--- config.mk ---
export PLATFORM = sky130hd
export DESIGN_NAME = exec_unit
export DESIGN_NICKNAME = d
export VERILOG_FILES = /design/src/shared/exec_pkg.sv /design/src/core/exec_unit.sv
export SDC_FILE = /design/constraint.sdc
export NUM_CORES = 1
export LEC_CHECK = 0
export BUFFER_PORTS_ARGS = -buffer_cell sky130_fd_sc_hd__buf_4
export CORE_MARGIN = 2
export CORE_UTILIZATION = 35
export CTS_BUF_LIST = sky130_fd_sc_hd__clkbuf_4 sky130_fd_sc_hd__clkbuf_8 sky130_fd_sc_hd__clkbuf_16
export DETAILED_ROUTE_END_ITERATION = 10
export PLACE_DENSITY = 0.54
export SLEW_MARGIN = 20
export SYNTH_ARGS = -nofsm -noshare
export SYNTH_HDL_FRONTEND = slang
export SYNTH_SLANG_ARGS = --single-unit
--- constraint.sdc ---
create_clock -name core_clk -period 3.1 [get_ports core_clk]
set_clock_uncertainty 0.2 [all_clocks]
set_input_delay 0.155 -clock core_clk [delete_from_list [all_inputs] [get_ports core_clk]]
set_output_delay 0.155 -clock core_clk [all_outputs]
set_load 0.1 [all_outputs]
--- src/shared/exec_pkg.sv ---
// Purpose: shared types and constants of the execute subset datapath
// Assumes: 8-bit data path, 12-bit program counter
// Notes:   offsets are byte addresses on the plain register port
package exec_pkg;

	// ****************************************
	// widths and arithmetic constants
	// ****************************************
	localparam int DATA_W = 8;                   // data byte width
	localparam int PC_W   = 12;                  // program address width
	localparam logic [3:0] NIBBLE_LIMIT = 4'h9;  // largest bcd digit
	localparam logic [3:0] BCD_ADJUST   = 4'h6;  // per-nibble correction
	localparam logic [7:0] ONE          = 8'h01; // step of inc and dec
	localparam logic [7:0] ACC_RESET    = 8'h00; // accumulator after reset

	// ****************************************
	// register port map
	// ****************************************
	localparam logic [3:0] CTRL_ADDR   = 4'h0;   // wake and interrupt enable
	localparam logic [3:0] STATUS_ADDR = 4'h4;   // flags, read only
	localparam logic [3:0] ACC_ADDR    = 4'h8;   // accumulator, read only
	localparam int CTRL_WAKE_BIT = 0;            // write 1: leave power-down
	localparam int CTRL_GIE_BIT  = 1;            // global interrupt enable

	// ****************************************
	// operations and carriers
	// ****************************************
	typedef enum logic [4:0] {
		no_operation, decimal_adjust_op, decrement_op, decrement_to_acc_op,
		increment_op, increment_to_acc_op, power_down_op, jump_op,
		move_mem_to_acc_op, move_imm_to_acc_op, move_acc_to_mem_op,
		or_acc_op, or_to_memory_op, subroutine_return_op,
		subroutine_return_imm_op, interrupt_return_op,
		rotate_left_op, rotate_left_to_acc_op, rotate_left_carry_op,
		rotate_left_carry_to_acc_op, rotate_right_op, rotate_right_to_acc_op,
		rotate_right_carry_op, rotate_right_carry_to_acc_op,
		subtract_borrow_op
	} op_code_type;

	// one decoded instruction from the decoder
	typedef struct packed {
		logic              valid;    // request strobe
		op_code_type       op;       // operation
		logic              use_imm;  // or_acc_op: immediate instead of [m]
		logic [DATA_W-1:0] mem_data; // addressed data byte
		logic [DATA_W-1:0] imm;      // immediate value
		logic [PC_W-1:0]   target;   // jump address
	} exec_req_type;

	// status flags, status register bits 5..0
	typedef struct packed {
		logic zc;  // carry_zero_flag
		logic lt;  // signed_compare_flag
		logic vf;  // overflow_flag
		logic hc;  // aux_carry_flag
		logic c;   // carry
		logic z;   // zero
	} flags_type;

	localparam flags_type FLAGS_RESET = '0;

endpackage

--- src/core/exec_unit.sv ---
// Purpose: execute stage for a subset of an 8-bit risc instruction set
// Assumes: decoder, data memory, stack and clock gate sit outside
// Notes:   one request per free cycle; pc-changing ops add a dummy cycle
`timescale 1ns/10ps

// Behaviour
// RL1: daa adds 6 to low nibble if needed
// RL2: daa adds 6 to high nibble if needed
// RL3: daa writes memory, only carry changes
// RL4: decrement, memory or acc, zero flag only
// RL5: increment, memory or acc, zero flag only
// RL6: power-down stops execution, gates clock, retains state
// RL7: power-down clears watchdog, sets pdf, clears timeout
// RL8: jump loads pc, two cycles, no flags
// RL9: moves copy bytes, no flags change
// RL10: no-operation changes nothing, advances
// RL11: or to acc or memory, zero flag only
// RL12: return pops pc, optional immediate to acc
// RL13: interrupt return pops pc, sets enable
// RL14: pending interrupt served before main program
// RL15: rotate left, bit7 into bit0, no flags
// RL16: rotate left through carry
// RL17: rotate right, bit0 into bit7, no flags
// RL18: rotate right through carry
// RL19: subtract memory and inverted carry from acc
// RL20: carry clear if negative, else set
// RL21: subtract updates ov z ac c sc cz
// RL22: zero flag set when result is zero
module exec_unit (
	input  wire logic                  core_clk,
	input  wire logic                  arst_n,
	input  wire exec_pkg::exec_req_type exec_req,
	input  wire logic                  irq_pending,
	input  wire logic                  wdt_timeout,
	input  wire logic [3:0]            reg_addr,
	input  wire logic [7:0]            reg_wdata,
	input  wire logic                  reg_wr,
	input  wire logic                  reg_rd,
	output logic [7:0]                 reg_rdata,
	output logic                       busy,
	output logic                       instr_done,
	output logic [7:0]                 acc,
	output exec_pkg::flags_type        flags,
	output logic                       mem_wr,
	output logic [7:0]                 mem_wdata,
	output logic                       pc_load,
	output logic [11:0]                pc_target,
	output logic                       stack_pop,
	output logic                       irq_service,
	output logic                       wdt_clear,
	output logic                       clk_run,
	output logic                       power_down_flag,
	output logic                       watchdog_timeout_flag,
	output logic                       global_interrupt_enable
);

	// ****************************************
	// state and registers
	// ****************************************
	typedef enum logic [1:0] {exec_st, dummy_st, halted_st} state_type;

	state_type           state_reg;     // sequencing state
	state_type           state_next;    // its next value
	logic [7:0]          acc_reg;       // accumulator
	logic [7:0]          acc_next;
	exec_pkg::flags_type flags_reg;     // status flags
	exec_pkg::flags_type flags_next;
	logic                mem_wr_reg;    // one-cycle memory write
	logic                mem_wr_next;
	logic [7:0]          mem_wdata_reg; // byte to memory
	logic [7:0]          mem_wdata_next;
	logic                pc_load_reg;   // one-cycle pc load
	logic                pop_reg;       // one-cycle stack pop
	logic [11:0]         pc_target_reg; // jump address
	logic                irq_svc_reg;   // serve pending interrupt
	logic                done_reg;      // instruction complete pulse
	logic                busy_reg;      // no request taken
	logic                wdt_clr_reg;   // watchdog and prescaler clear
	logic                clk_run_reg;   // clock gate enable
	logic                pdf_reg;       // power_down_flag
	logic                to_reg;        // watchdog_timeout_flag
	logic                gie_reg;       // global_interrupt_enable
	logic [7:0]          rdata_reg;     // read data, one cycle late

	logic                take;          // request accepted this edge
	logic                wake;          // software wake strobe
	logic [7:0]          operand;       // memory or immediate operand
	logic [8:0]          sub_wide;      // subtract with borrow out
	logic [4:0]          sub_low;       // low nibble borrow chain
	logic [7:0]          bcd_adj;       // 00, 06, 60 or 66
	logic [8:0]          bcd_wide;      // adjusted sum with carry out

	assign take = exec_req.valid && (state_reg == exec_st);
	assign wake = reg_wr && (reg_addr == exec_pkg::CTRL_ADDR)
		&& reg_wdata[exec_pkg::CTRL_WAKE_BIT];
	assign operand = exec_req.use_imm ? exec_req.imm : exec_req.mem_data;

	// ****************************************
	// arithmetic helpers
	// ****************************************
	// borrow is the inverted carry, so c=1 means no borrow in
	assign sub_wide = {1'b0, acc_reg} - {1'b0, exec_req.mem_data}
		- {8'h00, ~flags_reg.c};                                  // [RL19]
	assign sub_low = {1'b0, acc_reg[3:0]} - {1'b0, exec_req.mem_data[3:0]}
		- {4'h0, ~flags_reg.c};
	// both nibbles judged on the original accumulator
	assign bcd_adj[3:0] = ((acc_reg[3:0] > exec_pkg::NIBBLE_LIMIT)
		|| flags_reg.hc) ? exec_pkg::BCD_ADJUST : 4'h0;           // [RL1]
	assign bcd_adj[7:4] = ((acc_reg[7:4] > exec_pkg::NIBBLE_LIMIT)
		|| flags_reg.c) ? exec_pkg::BCD_ADJUST : 4'h0;            // [RL2]
	assign bcd_wide = {1'b0, acc_reg} + {1'b0, bcd_adj};

	// ****************************************
	// datapath next values
	// ****************************************
	// defaults hold everything, so unnamed effects never happen
	always_comb begin
		acc_next = acc_reg;
		flags_next = flags_reg;
		mem_wr_next = 1'b0;
		mem_wdata_next = mem_wdata_reg;
		case (exec_req.op)
			exec_pkg::decimal_adjust_op: begin
				mem_wr_next = 1'b1;                                   // [RL3]
				mem_wdata_next = bcd_wide[7:0];
				flags_next.c = flags_reg.c | bcd_wide[8];             // [RL3]
			end
			exec_pkg::decrement_op: begin
				mem_wr_next = 1'b1;
				mem_wdata_next = exec_req.mem_data - exec_pkg::ONE;   // [RL4]
				flags_next.z = (mem_wdata_next == 8'h00);             // [RL22]
			end
			exec_pkg::decrement_to_acc_op: begin
				acc_next = exec_req.mem_data - exec_pkg::ONE;         // [RL4]
				flags_next.z = (acc_next == 8'h00);                   // [RL22]
			end
			exec_pkg::increment_op: begin
				mem_wr_next = 1'b1;
				mem_wdata_next = exec_req.mem_data + exec_pkg::ONE;   // [RL5]
				flags_next.z = (mem_wdata_next == 8'h00);             // [RL22]
			end
			exec_pkg::increment_to_acc_op: begin
				acc_next = exec_req.mem_data + exec_pkg::ONE;         // [RL5]
				flags_next.z = (acc_next == 8'h00);                   // [RL22]
			end
			exec_pkg::move_mem_to_acc_op: begin
				acc_next = exec_req.mem_data;                         // [RL9]
			end
			exec_pkg::move_imm_to_acc_op: begin
				acc_next = exec_req.imm;                              // [RL9]
			end
			exec_pkg::move_acc_to_mem_op: begin
				mem_wr_next = 1'b1;                                   // [RL9]
				mem_wdata_next = acc_reg;
			end
			exec_pkg::or_acc_op: begin
				acc_next = acc_reg | operand;                         // [RL11]
				flags_next.z = (acc_next == 8'h00);                   // [RL22]
			end
			exec_pkg::or_to_memory_op: begin
				mem_wr_next = 1'b1;
				mem_wdata_next = acc_reg | exec_req.mem_data;         // [RL11]
				flags_next.z = (mem_wdata_next == 8'h00);             // [RL22]
			end
			exec_pkg::subroutine_return_imm_op: begin
				acc_next = exec_req.imm;                              // [RL12]
			end
			exec_pkg::rotate_left_op: begin
				mem_wr_next = 1'b1;
				mem_wdata_next = {exec_req.mem_data[6:0],
					exec_req.mem_data[7]};                            // [RL15]
			end
			exec_pkg::rotate_left_to_acc_op: begin
				acc_next = {exec_req.mem_data[6:0],
					exec_req.mem_data[7]};                            // [RL15]
			end
			exec_pkg::rotate_left_carry_op: begin
				mem_wr_next = 1'b1;
				mem_wdata_next = {exec_req.mem_data[6:0], flags_reg.c};
				flags_next.c = exec_req.mem_data[7];                  // [RL16]
			end
			exec_pkg::rotate_left_carry_to_acc_op: begin
				acc_next = {exec_req.mem_data[6:0], flags_reg.c};
				flags_next.c = exec_req.mem_data[7];                  // [RL16]
			end
			exec_pkg::rotate_right_op: begin
				mem_wr_next = 1'b1;
				mem_wdata_next = {exec_req.mem_data[0],
					exec_req.mem_data[7:1]};                          // [RL17]
			end
			exec_pkg::rotate_right_to_acc_op: begin
				acc_next = {exec_req.mem_data[0],
					exec_req.mem_data[7:1]};                          // [RL17]
			end
			exec_pkg::rotate_right_carry_op: begin
				mem_wr_next = 1'b1;
				mem_wdata_next = {flags_reg.c, exec_req.mem_data[7:1]};
				flags_next.c = exec_req.mem_data[0];                  // [RL18]
			end
			exec_pkg::rotate_right_carry_to_acc_op: begin
				acc_next = {flags_reg.c, exec_req.mem_data[7:1]};
				flags_next.c = exec_req.mem_data[0];                  // [RL18]
			end
			exec_pkg::subtract_borrow_op: begin
				acc_next = sub_wide[7:0];                             // [RL19]
				flags_next.c = ~sub_wide[8];                          // [RL20]
				flags_next.hc = ~sub_low[4];                          // [RL21]
				flags_next.z = (sub_wide[7:0] == 8'h00);              // [RL22]
				flags_next.vf = (acc_reg[7] ^ exec_req.mem_data[7])
					& (acc_reg[7] ^ sub_wide[7]);                     // [RL21]
				flags_next.lt = flags_next.vf ^ sub_wide[7];          // [RL21]
				// zero across a chain of multi-byte subtracts
				flags_next.zc = flags_next.z & flags_reg.zc;          // [RL21]
			end
			// nop, jump, plain and interrupt returns, power-down leave data alone
			default: begin
				acc_next = acc_reg;                                   // [RL10]
			end
		endcase
	end

	// ****************************************
	// sequencing
	// ****************************************
	// pc-changing ops park one dummy cycle while the new address fetches
	always_comb begin
		state_next = state_reg;
		case (state_reg)
			exec_st: begin
				if (take && ((exec_req.op == exec_pkg::jump_op)
					|| (exec_req.op == exec_pkg::subroutine_return_op)
					|| (exec_req.op == exec_pkg::subroutine_return_imm_op)
					|| (exec_req.op == exec_pkg::interrupt_return_op))) begin
					state_next = dummy_st;                            // [RL8]
				end else if (take
					&& (exec_req.op == exec_pkg::power_down_op)) begin
					state_next = halted_st;                           // [RL6]
				end
			end
			dummy_st: begin
				state_next = exec_st;
			end
			halted_st: begin
				if (irq_pending || wake) begin
					state_next = exec_st;
				end
			end
			default: begin
				state_next = exec_st;
			end
		endcase
	end

	// state, busy and completion pulse
	always_ff @(posedge core_clk or negedge arst_n) begin
		if (!arst_n) begin
			state_reg <= exec_st;
			busy_reg <= 1'b0;
			done_reg <= 1'b0;
		end else begin
			state_reg <= state_next;
			busy_reg <= (state_next != exec_st);
			// straight ops finish at once, pc ops after the dummy
			done_reg <= (take && (state_next == exec_st))
				|| (state_reg == dummy_st);                            // [RL10]
		end
	end

	// accumulator, flags and memory write port
	// halted state takes no request, so all contents are retained
	always_ff @(posedge core_clk or negedge arst_n) begin
		if (!arst_n) begin
			acc_reg <= exec_pkg::ACC_RESET;
			flags_reg <= exec_pkg::FLAGS_RESET;
			mem_wr_reg <= 1'b0;
			mem_wdata_reg <= 8'h00;
		end else begin
			mem_wr_reg <= take && mem_wr_next;
			if (take) begin
				acc_reg <= acc_next;
				flags_reg <= flags_next;
				mem_wdata_reg <= mem_wdata_next;
			end
		end
	end

	// program counter and stack requests
	always_ff @(posedge core_clk or negedge arst_n) begin
		if (!arst_n) begin
			pc_load_reg <= 1'b0;
			pop_reg <= 1'b0;
			pc_target_reg <= '0;
			irq_svc_reg <= 1'b0;
		end else begin
			pc_load_reg <= take && (exec_req.op == exec_pkg::jump_op);
			pop_reg <= take
				&& ((exec_req.op == exec_pkg::subroutine_return_op)
				|| (exec_req.op == exec_pkg::subroutine_return_imm_op)
				|| (exec_req.op == exec_pkg::interrupt_return_op)); // [RL12]
			// pending request is vectored before the main program resumes
			irq_svc_reg <= take && irq_pending
				&& (exec_req.op == exec_pkg::interrupt_return_op);  // [RL14]
			if (take && (exec_req.op == exec_pkg::jump_op)) begin
				pc_target_reg <= exec_req.target;                    // [RL8]
			end
		end
	end

	// power-down and watchdog flags
	always_ff @(posedge core_clk or negedge arst_n) begin
		if (!arst_n) begin
			wdt_clr_reg <= 1'b0;
			clk_run_reg <= 1'b1;
			pdf_reg <= 1'b0;
			to_reg <= 1'b0;
		end else begin
			wdt_clr_reg <= take && (exec_req.op == exec_pkg::power_down_op);
			if (take && (exec_req.op == exec_pkg::power_down_op)) begin
				clk_run_reg <= 1'b0;                                 // [RL6]
				pdf_reg <= 1'b1;                                     // [RL7]
			end else if (state_next == exec_st) begin
				clk_run_reg <= 1'b1;
			end
			// a timeout in the clearing cycle is kept
			if (wdt_timeout) begin
				to_reg <= 1'b1;
			end else if (take
				&& (exec_req.op == exec_pkg::power_down_op)) begin
				to_reg <= 1'b0;                                      // [RL7]
			end
		end
	end

	// ****************************************
	// register port
	// ****************************************
	// interrupt return wins over a software write in the same cycle
	always_ff @(posedge core_clk or negedge arst_n) begin
		if (!arst_n) begin
			gie_reg <= 1'b0;
		end else if (take
			&& (exec_req.op == exec_pkg::interrupt_return_op)) begin
			gie_reg <= 1'b1;                                         // [RL13]
		end else if (reg_wr && (reg_addr == exec_pkg::CTRL_ADDR)) begin
			gie_reg <= reg_wdata[exec_pkg::CTRL_GIE_BIT];
		end
	end

	// read data valid only in the cycle after the strobe
	always_ff @(posedge core_clk or negedge arst_n) begin
		if (!arst_n) begin
			rdata_reg <= 8'h00;
		end else if (reg_rd) begin
			case (reg_addr)
				exec_pkg::CTRL_ADDR: begin
					rdata_reg <= {6'h00, gie_reg, 1'b0};
				end
				exec_pkg::STATUS_ADDR: begin
					rdata_reg <= {to_reg, pdf_reg, flags_reg};
				end
				exec_pkg::ACC_ADDR: begin
					rdata_reg <= acc_reg;
				end
				default: begin
					rdata_reg <= 8'h00;
				end
			endcase
		end else begin
			rdata_reg <= 8'h00;
		end
	end

	// ****************************************
	// outputs
	// ****************************************
	assign reg_rdata = rdata_reg;
	assign busy = busy_reg;
	assign instr_done = done_reg;
	assign acc = acc_reg;
	assign flags = flags_reg;
	assign mem_wr = mem_wr_reg;
	assign mem_wdata = mem_wdata_reg;
	assign pc_load = pc_load_reg;
	assign pc_target = pc_target_reg;
	assign stack_pop = pop_reg;
	assign irq_service = irq_svc_reg;
	assign wdt_clear = wdt_clr_reg;
	assign clk_run = clk_run_reg;
	assign power_down_flag = pdf_reg;
	assign watchdog_timeout_flag = to_reg;
	assign global_interrupt_enable = gie_reg;
endmodule // exec_unit

After elaboration in Yosys (flattened, before gate mapping) --
Index checks and enable logic that the tools add are counted.
Operators by class: add/sub/neg operators 7, $mul 0, divide/modulo/power cells 0, order comparisons 2, equality and inequality tests 28, shifts and indexed selects 0, muxes and demuxes 20, bitwise logic cells 11, reductions and logical operators 48
Operators by type and width (count):
- $pmux W8 S10 | 1
- $pmux W8 S9 | 1
- $eq A5 B5 Y1 const B | 9
- $eq A5 B4 Y1 const B | 8
- $logic_not A8 Y1 | 5
- $pmux W8 S3 | 1
- $eq A5 B3 Y1 const B | 4
- $mux W8 | 2
- $or A8 B8 Y8 | 2
- $logic_and A1 B1 Y1 | 12
- $eq A5 B2 Y1 const B | 2
- $reduce_and A2 Y1 | 5
- $reduce_bool A10 Y1 | 1
- $reduce_or A2 Y1 | 5
- $add A8 B7 Y9 | 1
- $logic_or A1 B1 Y1 | 9
- $reduce_bool A9 Y1 | 1
- $reduce_or A9 Y1 | 1
- $sub A8 B8 Y9 | 1
- $sub A9 B1 Y9 | 1
- $add A8 B1 Y8 const B | 1
- $gt A4 B4 Y1 const B | 2
- $reduce_bool A2 Y1 | 4
- $sub A8 B1 Y8 const B | 1
- other kinds (21) | 36
Storage, ports and cells: register bits 55, latch bits 0, RAM bits 0, memory bits (read-only) 0, bits of input ports 53, output and inout port bits 53, logic and storage cells 138, memories 0

Logic depth before layout (Yosys ltp) --
Gate-level depths: netlist of the first run.
depth in word-level cells 10, depth in mapped cells 12

Worst setup path before layout of the first run --
Ideal clock, no wire load.
path type reg-to-reg, start point register acc_reg[4], in the netlist acc[4], end point register flags_reg (netlist bit flags[0]), library setup time 82 ps, data arrival time 3214 ps, data required time 2818 ps, setup slack -396 ps, cell stages (with the launch flop) 12, path buffers 2, cells stage by stage dfrtp_1 > clkbuf_1 > inv_1 > ha_1 > ha_1 > buf_6 > or3_4 > o221a_4 > xnor2_2 > nand4b_1 > or3_1 > a31oi_1
Between the ends: cells in the longest elaborated chain, start to end 4
RTL lines:
- start: declaration | RTL line exec_unit.sv:64 | logic [7:0] acc_reg;
- start signal: assignment | RTL line exec_unit.sv:273 | acc_reg <= exec_pkg::ACC_RESET;
- start signal: assignment | RTL line exec_unit.sv:280 | acc_reg <= acc_next;
- $sub A8 B8 Y9 | RTL line exec_unit.sv:102 | assign sub_wide = {1'b0, acc_reg} - {1'b0, exec_req.mem_data}
- $sub A9 B1 Y9 | RTL line exec_unit.sv:103 | - {8'h00, ~flags_reg.c};
- $logic_not A8 Y1 | RTL line exec_unit.sv:208 | flags_next.z = (sub_wide[7:0] == 8'h00);
- $pmux W1 S5 * | RTL line exec_unit.sv:122 | case (exec_req.op)
- end signal: assignment | RTL line exec_unit.sv:274 | flags_reg <= exec_pkg::FLAGS_RESET;
- end signal: assignment | RTL line exec_unit.sv:281 | flags_reg <= flags_next;
- end: declaration | RTL line exec_unit.sv:66 | exec_pkg::flags_type flags_reg;
Mark *: on every way between the ends. The rest lies on a longest branch, timed or not. A chain may end at the register's enable or synchronous reset.

Worst setup path in the final report of the first run --
start point register flags_reg (netlist bit flags[1]), end point register flags_reg (netlist bit flags[0])
Between the ends: cells in the longest elaborated chain, start to end 4
RTL lines (RTL line):
- $not A1 Y1 | exec_unit.sv:103
- $sub A9 B1 Y9 | exec_unit.sv:103
- $logic_not A8 Y1 | exec_unit.sv:208
- $pmux W1 S5 | exec_unit.sv:122
No other way between the ends.

==> impl_metrics.toml, run 1 <==
[status]
status = "complete, no violations"

[min_path]
hold_path_end = "reg_rdata[1]$_DFF_PN0_"
hp-start = "reg_addr[3]"
hold_class = "input pin to register"
worst_hold_path.num_cells = 4

[layout]
largest_reg_flops = 12
final_nets = 727
post-route-util = 0.452
final_common_cell = "buf_4"
drive_gt1_frac = 0.278
n_antenna_cell = 0
layout_common_cells = "buf_4 (115), nor2_1 (50), dfrtp_1 (48)"
syn_to_final_growth_pct = 27.5

[routing]
first_iter_violations = 343
dr.pass1.iters = 5
totalWireLength_um = 17200
drc = 0
ant_nets = 0
vias_per_cell = 5.70
wire_per_inst_um = 21.0
vias = 4674

[setup_path]
startpoint_type = "register"
path_class = "register to register"
r2r_cells = 10
worst-path-max-fanout = 6
max_stage_delay_ps = 540
timing.rr.start = "flags[1]$_DFFE_PN0P_"
critPathCaptureType = "register"
crit_start = "flags[1]$_DFFE_PN0P_"
r2r_slack_ps = 190
crit_chain = "inv_1, fa_1, inv_1, ha_1, o2111ai_1, o211ai_1, a31oi_1, xnor2_1, or3_1, a31oi_1"
cpMaxStageDelayCell = "fa_1"
cp_data_arrival_time_ps = 2940
r2r_end = "flags[0]$_DFFE_PN0P_"
cp.required_ps = 3130

[global_routing]
grt_overflow = 0
grt_pass1_wl_um = 26100
grt_max_degree = 56
grt_pass1_vias = 4564
grtUsageTotal = 0.242
antenna_found_initial = 0

[power_and_ir_drop]
seqPwrFrac = 0.220
p_int_uw = 2040
clockPowerShare = 0.134
p_per_area_nw_per_um2 = 762
ir_drop_uv = 635
netSwitchingFraction = 0.550
p_comb_frac = 0.646
switchingPower_uw = 2490
p_leak_uw = 0.00266

[cts]
cts_root_buf = "clkbuf_16"
numCtsBuffers = 5
cts_sinks = 55
cts_max_level = 2
tritoncts = "built"
clk_pin_slew_ps = 80
clkLatencyLatePin_ps = 310
ctsLongestPathBuffers = 2
cts_setup_buffers = 0

[sta]
timing.final.ws_setup_ps = 190
slew_headroom = 0.449
period_needed_ps = 2910
fin_crit_sh = 0.939
rsz0062_at_grt = "no"
slew_viol_final = 0
final_hold_viol_count = 0
setup_viol_count_final = 0
maxClockFrequency_ghz = 0.344
worst_pin_slew_ps = 805

[synth]
syn_area_um2 = 4660
synth-xor-area-share = 0.0486
synth-async-reset-ratio = 1.00
synthFlopType = "dfrtp_1"
ys_types = 84
synth_adder_area_share = 0.0881
synthesis.nets = 617
yosys.area.top_type = "dfrtp_1"
synth_edf_count = 0
ys_warn_count = 0
synth_top_area_share = 0.290
ys_seq_area_frac = 0.296
synth-simple-area-share = 0.209
synth-compound-area-share = 0.217
syn_avg_cell_area_um2 = 8.74
ys_ff_latch = 55
synthMuxAreaShare = 0.0747
syn_inst = 533
ys_top_cells_by_area = "dfrtp_1 (29%), ha_1 (7.5%), mux2_2 (5.3%)"
synth_top_family_by_area = "compound AO/OA/AOI/OAI gates"

[floorplanning]
coreArea_um2 = 13100
die_y_um = 119
io_pins = 106
start_util = 0.354
die_x_um = 119
die_area_um2 = 14200
row_count = 42

[placement]
globalplace.congestion = 0.979
hpwl_um = 13200
place_ws_ps = 213
portBuffers = 99

[job]
maxCapViolCount = 0
## kinds of logic (layout without fill, tap and decap cells)
| family | Yosys count | count (layout) |
|---|---|---|
| buffers and inverters | 66 | 177 |
| adder cells (fa/ha/maj) | 31 | 31 |
| XOR/XNOR | 25 | 25 |
| flip-flops | 55 | 55 |
| AO/OA/AOI/OAI | 140 | 140 |
| multiplexers | 32 | 32 |
| AND/OR/NAND/NOR | 184 | 184 |
## per-layer routing
| metal | vias up | GRT usage | wire (µm) |
|---|---|---|---|
| met5 | - | 0 | 0 |
| met4 | 0 | 0.106 | 695 |
| met3 | 45 | 0.0441 | 1190 |
| met2 | 216 | 0.397 | 8070 |
| met1 | 2250 | 0.311 | 7250 |
| li1 | 2163 | - | - |
## power by group through the flow
stage / clock (µW) / combinational (µW) / sequential (µW)
after detailed placement: 0 / 2880 / 1010
after floorplan: 0 / 1050 / 2090
after global placement: 0 / 2870 / 1000
final: 607 / 2920 / 995
after CTS: 628 / 2920 / 994
after global routing: 656 / 3080 / 1010
## cell usage after synthesis (all sizes together) (3+ instances only)
library cell / instances
nor3: 9
nor2b: 10
buf: 23
a21oi: 23
fa: 3
a22oi: 8
nand2b: 8
nor4: 9
a211oi: 5
nand4: 8
ha: 28
o21ai: 36
mux2i: 10
o2111ai: 4
clkbuf: 10
xnor2: 20
a2111oi: 4
nand3: 18
mux2: 22
nor3b: 5
a21o: 6
inv: 32
a31oi: 4
nand3b: 3
or3: 7
o221ai: 4
nand2: 40
o211ai: 7
nor2: 52
dfrtp: 54
or2: 3
xor2: 5
o21a: 5
o22ai: 9
## worst max-delay path by stage
| stage | slack (ps) | end | cells past startpoint |
|---|---|---|---|
| 3_3_place_gp | 240 | flags[1]$_DFFE_PN0P_ | 10 |
| 6_report | 190 | flags[0]$_DFFE_PN0P_ | 10 |
| 4_1_cts | 180 | mem_wdata[7]$_DFFE_PN0P_ | 10 |
| 3_5_place_dp | 210 | flags[1]$_DFFE_PN0P_ | 9 |
| 5_1_grt | 20 | mem_wdata[7]$_DFFE_PN0P_ | 10 |
| 2_1_floorplan | -2 | flags[0]$_DFFE_PN0P_ | 12 |
## critical path: cells and delay by family (launching register included)
| kind | cells | cell delay (ps) |
|---|---|---|
| compound gates | 4 | 740 |
| xor+xnor | 1 | 200 |
| fa+ha+maj | 2 | 730 |
| buf+inv | 2 | 170 |
| flops | 1 | 420 |
| simple gates | 1 | 380 |
## through the flow
stage               cell area, µm²  power [µW]  hold WS, ps  cells  TNS (ps)
floorplan                     4670        3150         -341    533     -2.18
global placement              5570        3870         67.3    791         0
detailed placement            5570        3890         67.1    791         0
CTS                           5930        4540         14.8    820         0
global route                  5940        4740         39.0    820         0
finish                        5940        4530         21.9    820         0
## final cells by class
| type | instances | area, µm² |
|---|---|---|
| clock buffers | 5 | 125 |
| repair buffers | 136 | 1070 |
| fillers | 1311 | 7200 |
| inverters | 33 | 124 |
| multi-input cells | 412 | 2980 |
| flip-flops and latches | 55 | 1390 |
| well taps | 176 | 220 |
| clock inverters | 3 | 27.5 |
## timing repair
action | in CTS | in global routing
hold endpoints to repair | 73 | 0
hold buffers | 21 | 0
resized for setup | 0 | 1
endpoints found under the setup margin | 0 | 1
(Power assumes the default switching activity.)
==> run 2, diff against run 1 <==
- CORE_UTILIZATION: 35 -> 55
- PLACE_DENSITY: 0.54 -> 0.79
==> run 2 against run 1 <==
  * Maximum frequency decreased by 3.5%
  * Non-clock buffer count increased by 2
  * Cell count decreased by 8.4%
  * Sequential cell count unchanged
  * Setup slack got worse by 110 ps
  * Final area decreased by 1.8%
  * Count of clock-buffer cells in the layout unchanged
  * Power decreased by 2.7%
  * Routed wire length decreased by 0.65%
  * Clock power decreased by 23%
==> impl_metrics.toml, run 2 (synthesis results as in run 1) <==
[status]
status = "complete, no violations"

[floorplanning]
io_pins = 106
die_area_um2 = 9220
die_x_um = 96.0
start_util = 0.567
row_count = 33
coreArea_um2 = 8220
die_y_um = 96.0

[power_and_ir_drop]
ir_drop_uv = 796
p_leak_uw = 0.00264
netSwitchingFraction = 0.570
seqPwrFrac = 0.229
p_int_uw = 1890
total_power_uw = 4400
clockPowerShare = 0.106
p_per_area_nw_per_um2 = 755
switchingPower_uw = 2510
p_comb_frac = 0.665

[layout]
n_antenna_cell = 0
fillerInstances = 642
syn_to_final_growth_pct = 25.2
final_common_cell = "buf_4"
final_nets = 729
layout_common_cells = "buf_4 (113), nor2_1 (50), dfrtp_1 (48)"
finalNonFillerCells = 751
post-route-cell-area_um2 = 5830
multi_input_area_um2 = 2990
ff_latch_area_um2 = 1390
drive_gt1_frac = 0.277
largest_reg_flops = 12

[setup_path]
r2r_cells = 10
max_stage_delay_ps = 580
startpoint_type = "register"
path_class = "register to register"
cp.required_ps = 3150
cpMaxStageDelayCell = "dfrtp_4"
r2r_end = "flags[1]$_DFFE_PN0P_"
timing.rr.start = "acc[3]$_DFFE_PN0P_"
crit_chain = "inv_1, ha_1, inv_1, ha_1, or3_4, o221a_4, a31oi_1, xnor2_1, a211oi_1, a311oi_1"
critPathCaptureType = "register"
r2r_slack_ps = 90
worst-path-max-fanout = 13
cpLargestDelayFamily = "compound AO/OA/AOI/OAI gates"
cp_data_arrival_time_ps = 3060
critPathBufInv = 2

[global_routing]
antenna_found_initial = 0
grt_max_degree = 56
grt_pass1_vias = 4799
grtUsageTotal = 0.380
grt_overflow = 0
grt_pass1_wl_um = 25900

[min_path]
hp-start = "exec_req[32]"
worst_hold_path.num_cells = 3
hold_path_end = "state_reg[0]$_DFF_PN0_"
hold_class = "input pin to register"

[sta]
fin_crit_sh = 0.973
setup_viol_count_final = 0
final_hold_viol_count = 0
slew_viol_final = 0
period_needed_ps = 3010
worst_pin_slew_ps = 776
maxClockFrequency_ghz = 0.332
setup_tns_ps = 0
slew_headroom = 0.469

[routing]
drc = 0
vias_per_cell = 6.46
first_iter_violations = 496
totalWireLength_um = 17100
ant_nets = 0
dr.pass1.iters = 5
wire_per_inst_um = 22.8
vias = 4852

[job]
maxCapViolCount = 0

[cts]
cts_root_buf = "clkbuf_8"
cts_max_level = 2
tritoncts = "built"
clk_pin_slew_ps = 130
cts_sinks = 55
cts_setup_buffers = 0
numCtsBuffers = 5
clkLatencyLatePin_ps = 340
ctsLongestPathBuffers = 2

[placement]
placed_area_um2 = 5460
hpwl_um = 12500
placedCellCount = 718
portBuffers = 99
globalplace.congestion = 1.03
run 2: cell types whose count changed in the layout (fill, tap and decap cells not counted), sizes merged:
cell | before | now
dlygate4sd3 | 21 | 25
buf | 115 | 113
run 2: worst max-delay path by stage:
| stage | slack [ps] | from | depth (start not counted) | endpoint |
|---|---|---|---|---|
| 2_1_floorplan | -2 | acc[3]$_DFFE_PN0P_ | 12 | flags[0]$_DFFE_PN0P_ |
| 3_3_place_gp | 220 | acc[3]$_DFFE_PN0P_ | 10 | flags[1]$_DFFE_PN0P_ |
| 3_5_place_dp | 160 | acc[3]$_DFFE_PN0P_ | 10 | flags[1]$_DFFE_PN0P_ |
| 4_1_cts | 120 | acc[3]$_DFFE_PN0P_ | 10 | flags[1]$_DFFE_PN0P_ |
| 5_1_grt | -8 | flags[1]$_DFFE_PN0P_ | 10 | flags[0]$_DFFE_PN0P_ |
| 6_report | 90 | acc[3]$_DFFE_PN0P_ | 10 | flags[1]$_DFFE_PN0P_ |
run 2: repair_timing:
| action | 4_1_cts | 5_1_grt |
|---|---|---|
| endpoints found under the setup margin | 0 | 4 |
| endpoints found under the hold margin | 74 | 0 |
| hold buffers | 25 | 0 |
| resized for setup | 0 | 4 |
run 2: per-stage QoR:
step                      hold slack [ps]   util  setup slack (ps)
after CTS                            3.89  0.707               122
after detailed placement             65.7  0.665               163
final                                20.3  0.710              85.0
after global routing                 31.1  0.710             -7.96
after global placement               52.8  0.665               221
after floorplan                      -341      -             -2.18
run 2: cell type report:
cell class / instances / area share
clock buffer: 5 / 0.0118
clock inverter: 3 / 0.00472
inverter: 33 / 0.0212
multi-input combinational: 412 / 0.513
sequential: 55 / 0.238
tap: 105 / 0.0225
timing repair buffer: 138 / 0.188
run 2: power groups by stage:
| stage | registers (µW) | clock network [µW] | logic, µW |
|---|---|---|---|
| 2_1_floorplan | 2090 | 0 | 1050 |
| 3_3_place_gp | 1010 | 0 | 2810 |
| 3_5_place_dp | 1020 | 0 | 2850 |
| 4_1_cts | 1000 | 461 | 2880 |
| 5_1_grt | 1020 | 494 | 3090 |
| 6_report | 1010 | 467 | 2930 |
run 2: routing by layer:
metal / up-vias / global-route usage / wire length, µm
met4: 0 / 0.192 / 823
met3: 71 / 0.0901 / 1730
met1: 2324 / 0.479 / 6640
met2: 294 / 0.607 / 7900
met5: - / 0 / 0
li1: 2163 / - / -
run 2: worst register-to-register path: stages (launching register included):
cell and delay (ps):
dfrtp_4 580, inv_1 150, ha_1 170, inv_1 70
ha_1 390, or3_4 420, o221a_4 130, a31oi_1 310
xnor2_1 160, a211oi_1 90, a311oi_1 240
==> run 3, diff against run 2 <==
- CORE_UTILIZATION: 55 -> 50
- PLACE_DENSITY: 0.79 -> 0.76
- clock period: 3.1 -> 2.5 ns (I/O delays scaled with it)
==> run 3 against run 2 <==
  * The flow now finishes with violations (setup timing)
  * Routed wire length rose by 16%
  * Die area rose by 9.6%
  * Critical endpoint is now flags[5]$_DFFE_PN0P_
  * Core utilization rose by 2.6 points
  * Final area rose by 15%
  * Global-route usage rose by 0.55 points
  * Clock power rose by 13%
  * Non-clock buffer count rose by 79
  * Via count rose by 9.9%
  * First-iteration DRC count fell by 0.81%
  * Cell count rose by 11%
  * Count of clock-buffer cells in the layout did not move
  * Hold slack improved by 61 ps
==> impl_metrics.toml, run 3 (synthesis results as in run 1) <==
[status]
status = "complete, but fails checks"
failed_checks = "setup timing"

[floorplanning]
io_pins = 106
start_util = 0.509
die_area_um2 = 10100
coreArea_um2 = 9150
die_x_um = 101
die_y_um = 101
row_count = 35

[min_path]
hold_class = "input pin to register"
hp-start = "exec_req[32]"
worst_hold_path.num_cells = 4
hold_path_end = "stack_pop$_DFF_PN0_"

[setup_path]
r2r_cells = 11
crit_chain = "inv_2, fa_2, ha_2, o2111ai_2, o211ai_1, xor2_1, nand4b_1, buf_4, buf_4, nor2_4, o21a_1"
timing.rr.start = "acc[0]$_DFFE_PN0P_"
cpMostUsedCell = "buf_4"
critPathCaptureType = "register"
cp_data_arrival_time_ps = 2870
path_class = "register to register"
r2r_slack_ps = -310
max_stage_delay_ps = 510
crit_start = "acc[0]$_DFFE_PN0P_"
startpoint_type = "register"
r2r_end = "flags[5]$_DFFE_PN0P_"
worst-path-max-fanout = 2
cp.required_ps = 2550
cpMaxStageDelayCell = "dfrtp_4"

[layout]
layout_common_cells = "buf_4 (185), nor2_1 (47), dfrtp_1 (44)"
drive_gt1_frac = 0.418
n_antenna_cell = 0
post-route-cell-area_um2 = 6730
syn_to_final_growth_pct = 44.5
finalNonFillerCells = 836
final_nets = 808
largest_reg_flops = 12
final_common_cell = "buf_4"
post-route-util = 0.735

[routing]
vias = 5334
drc = 0
totalWireLength_um = 19900
dr.pass1.iters = 8
ant_nets = 0
vias_per_cell = 6.38
wire_per_inst_um = 23.8
first_iter_violations = 492

[sta]
worst_pin_slew_ps = 719
maxClockFrequency_ghz = 0.355
setup_viol_count_final = 14
setup_tns_ps = -2500
period_needed_ps = 2810
final_hold_viol_count = 0
slew_viol_final = 0
fin_crit_sh = 1.13
timing.final.ws_setup_ps = -313
slew_headroom = 0.520
rsz0062_at_grt = "yes"

[cts]
clkLatencyLatePin_ps = 320
cts_root_buf = "clkbuf_8"
tritoncts = "built"
numCtsBuffers = 5
cts_max_level = 2
ctsLongestPathBuffers = 2
cts_sinks = 55
clk_pin_slew_ps = 120

[power_and_ir_drop]
seqPwrFrac = 0.192
clockPowerShare = 0.081
switchingPower_uw = 3490
netSwitchingFraction = 0.535
p_per_area_nw_per_um2 = 970
p_leak_uw = 0.00305
p_comb_frac = 0.727
ir_drop_uv = 1000
p_int_uw = 3040

[global_routing]
grtUsageTotal = 0.385
grt_pass1_vias = 5127
grt_overflow = 0
grt_pass1_wl_um = 29400
antenna_found_initial = 0
grt_max_degree = 56

[placement]
globalplace.congestion = 1.04
placedCellCount = 791
portBuffers = 99
place_ws_ps = -274
placed_area_um2 = 6070
hpwl_um = 14200

[job]
maxCapViolCount = 0
run 3: cell count changes in the layout (fill, tap and decap cells not counted), sizes merged:
cell	before	now
buf	113	191
clkinv	2	3
clkinvlp	1	0
dlygate4sd3	25	26
run 3: per-stage QoR:
| step | total power [µW] | hold WS, ps |
|---|---|---|
| 2_1_floorplan | 4020 | -371 |
| 3_3_place_gp | 5280 | -1.42 |
| 3_5_place_dp | 5350 | 15.5 |
| 4_1_cts | 6120 | 29.0 |
| 5_1_grt | 6750 | 93.7 |
| 6_report | 6530 | 81.0 |
run 3: worst max-delay path by stage:
stage                                       to  slack (ps)  cells after the start
after floorplan           flags[0]$_DFFE_PN0P_        -430                     11
after detailed placement  flags[0]$_DFFE_PN0P_        -270                     10
after CTS                 flags[0]$_DFFE_PN0P_        -160                     10
final                     flags[5]$_DFFE_PN0P_        -310                     11
after global routing      flags[0]$_DFFE_PN0P_        -480                      9
after global placement    flags[0]$_DFFE_PN0P_        -190                     10
run 3: routing by layer:
metal,track usage,share of wire
met1,0.496,0.37
met2,0.644,0.48
met3,0.0680,0.088
met4,0.155,0.058
met5,0,0
run 3: final cells by class:
| cell class | instances | area, µm² |
|---|---|---|
| repair buffers | 217 | 1720 |
| clock inverters | 3 | 22.5 |
| well taps | 111 | 139 |
| fillers | 627 | 2420 |
| multi-input cells | 412 | 3250 |
| inverters | 33 | 131 |
| clock buffers | 5 | 68.8 |
| flip-flops and latches | 55 | 1410 |
run 3: what timing repair did:
item	4_1_cts	5_1_grt
endpoints found under the setup margin	15	20
endpoints found under the hold margin	75	0
pin swaps	24	26
hold buffers	26	0
setup buffers	4	7
resized for setup	29	20
run 3: critical path: cells and delay by family, from the launching register on:
| family | cells | cell delay [ps] |
|---|---|---|
| compound gates | 3 | 470 |
| xor+xnor | 1 | 210 |
| fa+ha+maj | 2 | 650 |
| buf+inv | 3 | 380 |
| flops | 1 | 510 |
| simple gates | 2 | 320 |
run 3: power by group through the flow:
stage,combinational [µW],clock [µW],sequential (µW)
after CTS,4360,520,1240
after global placement,4040,0,1240
after floorplan,1410,0,2620
after global routing,4920,568,1270
after detailed placement,4090,0,1250
final,4750,527,1260
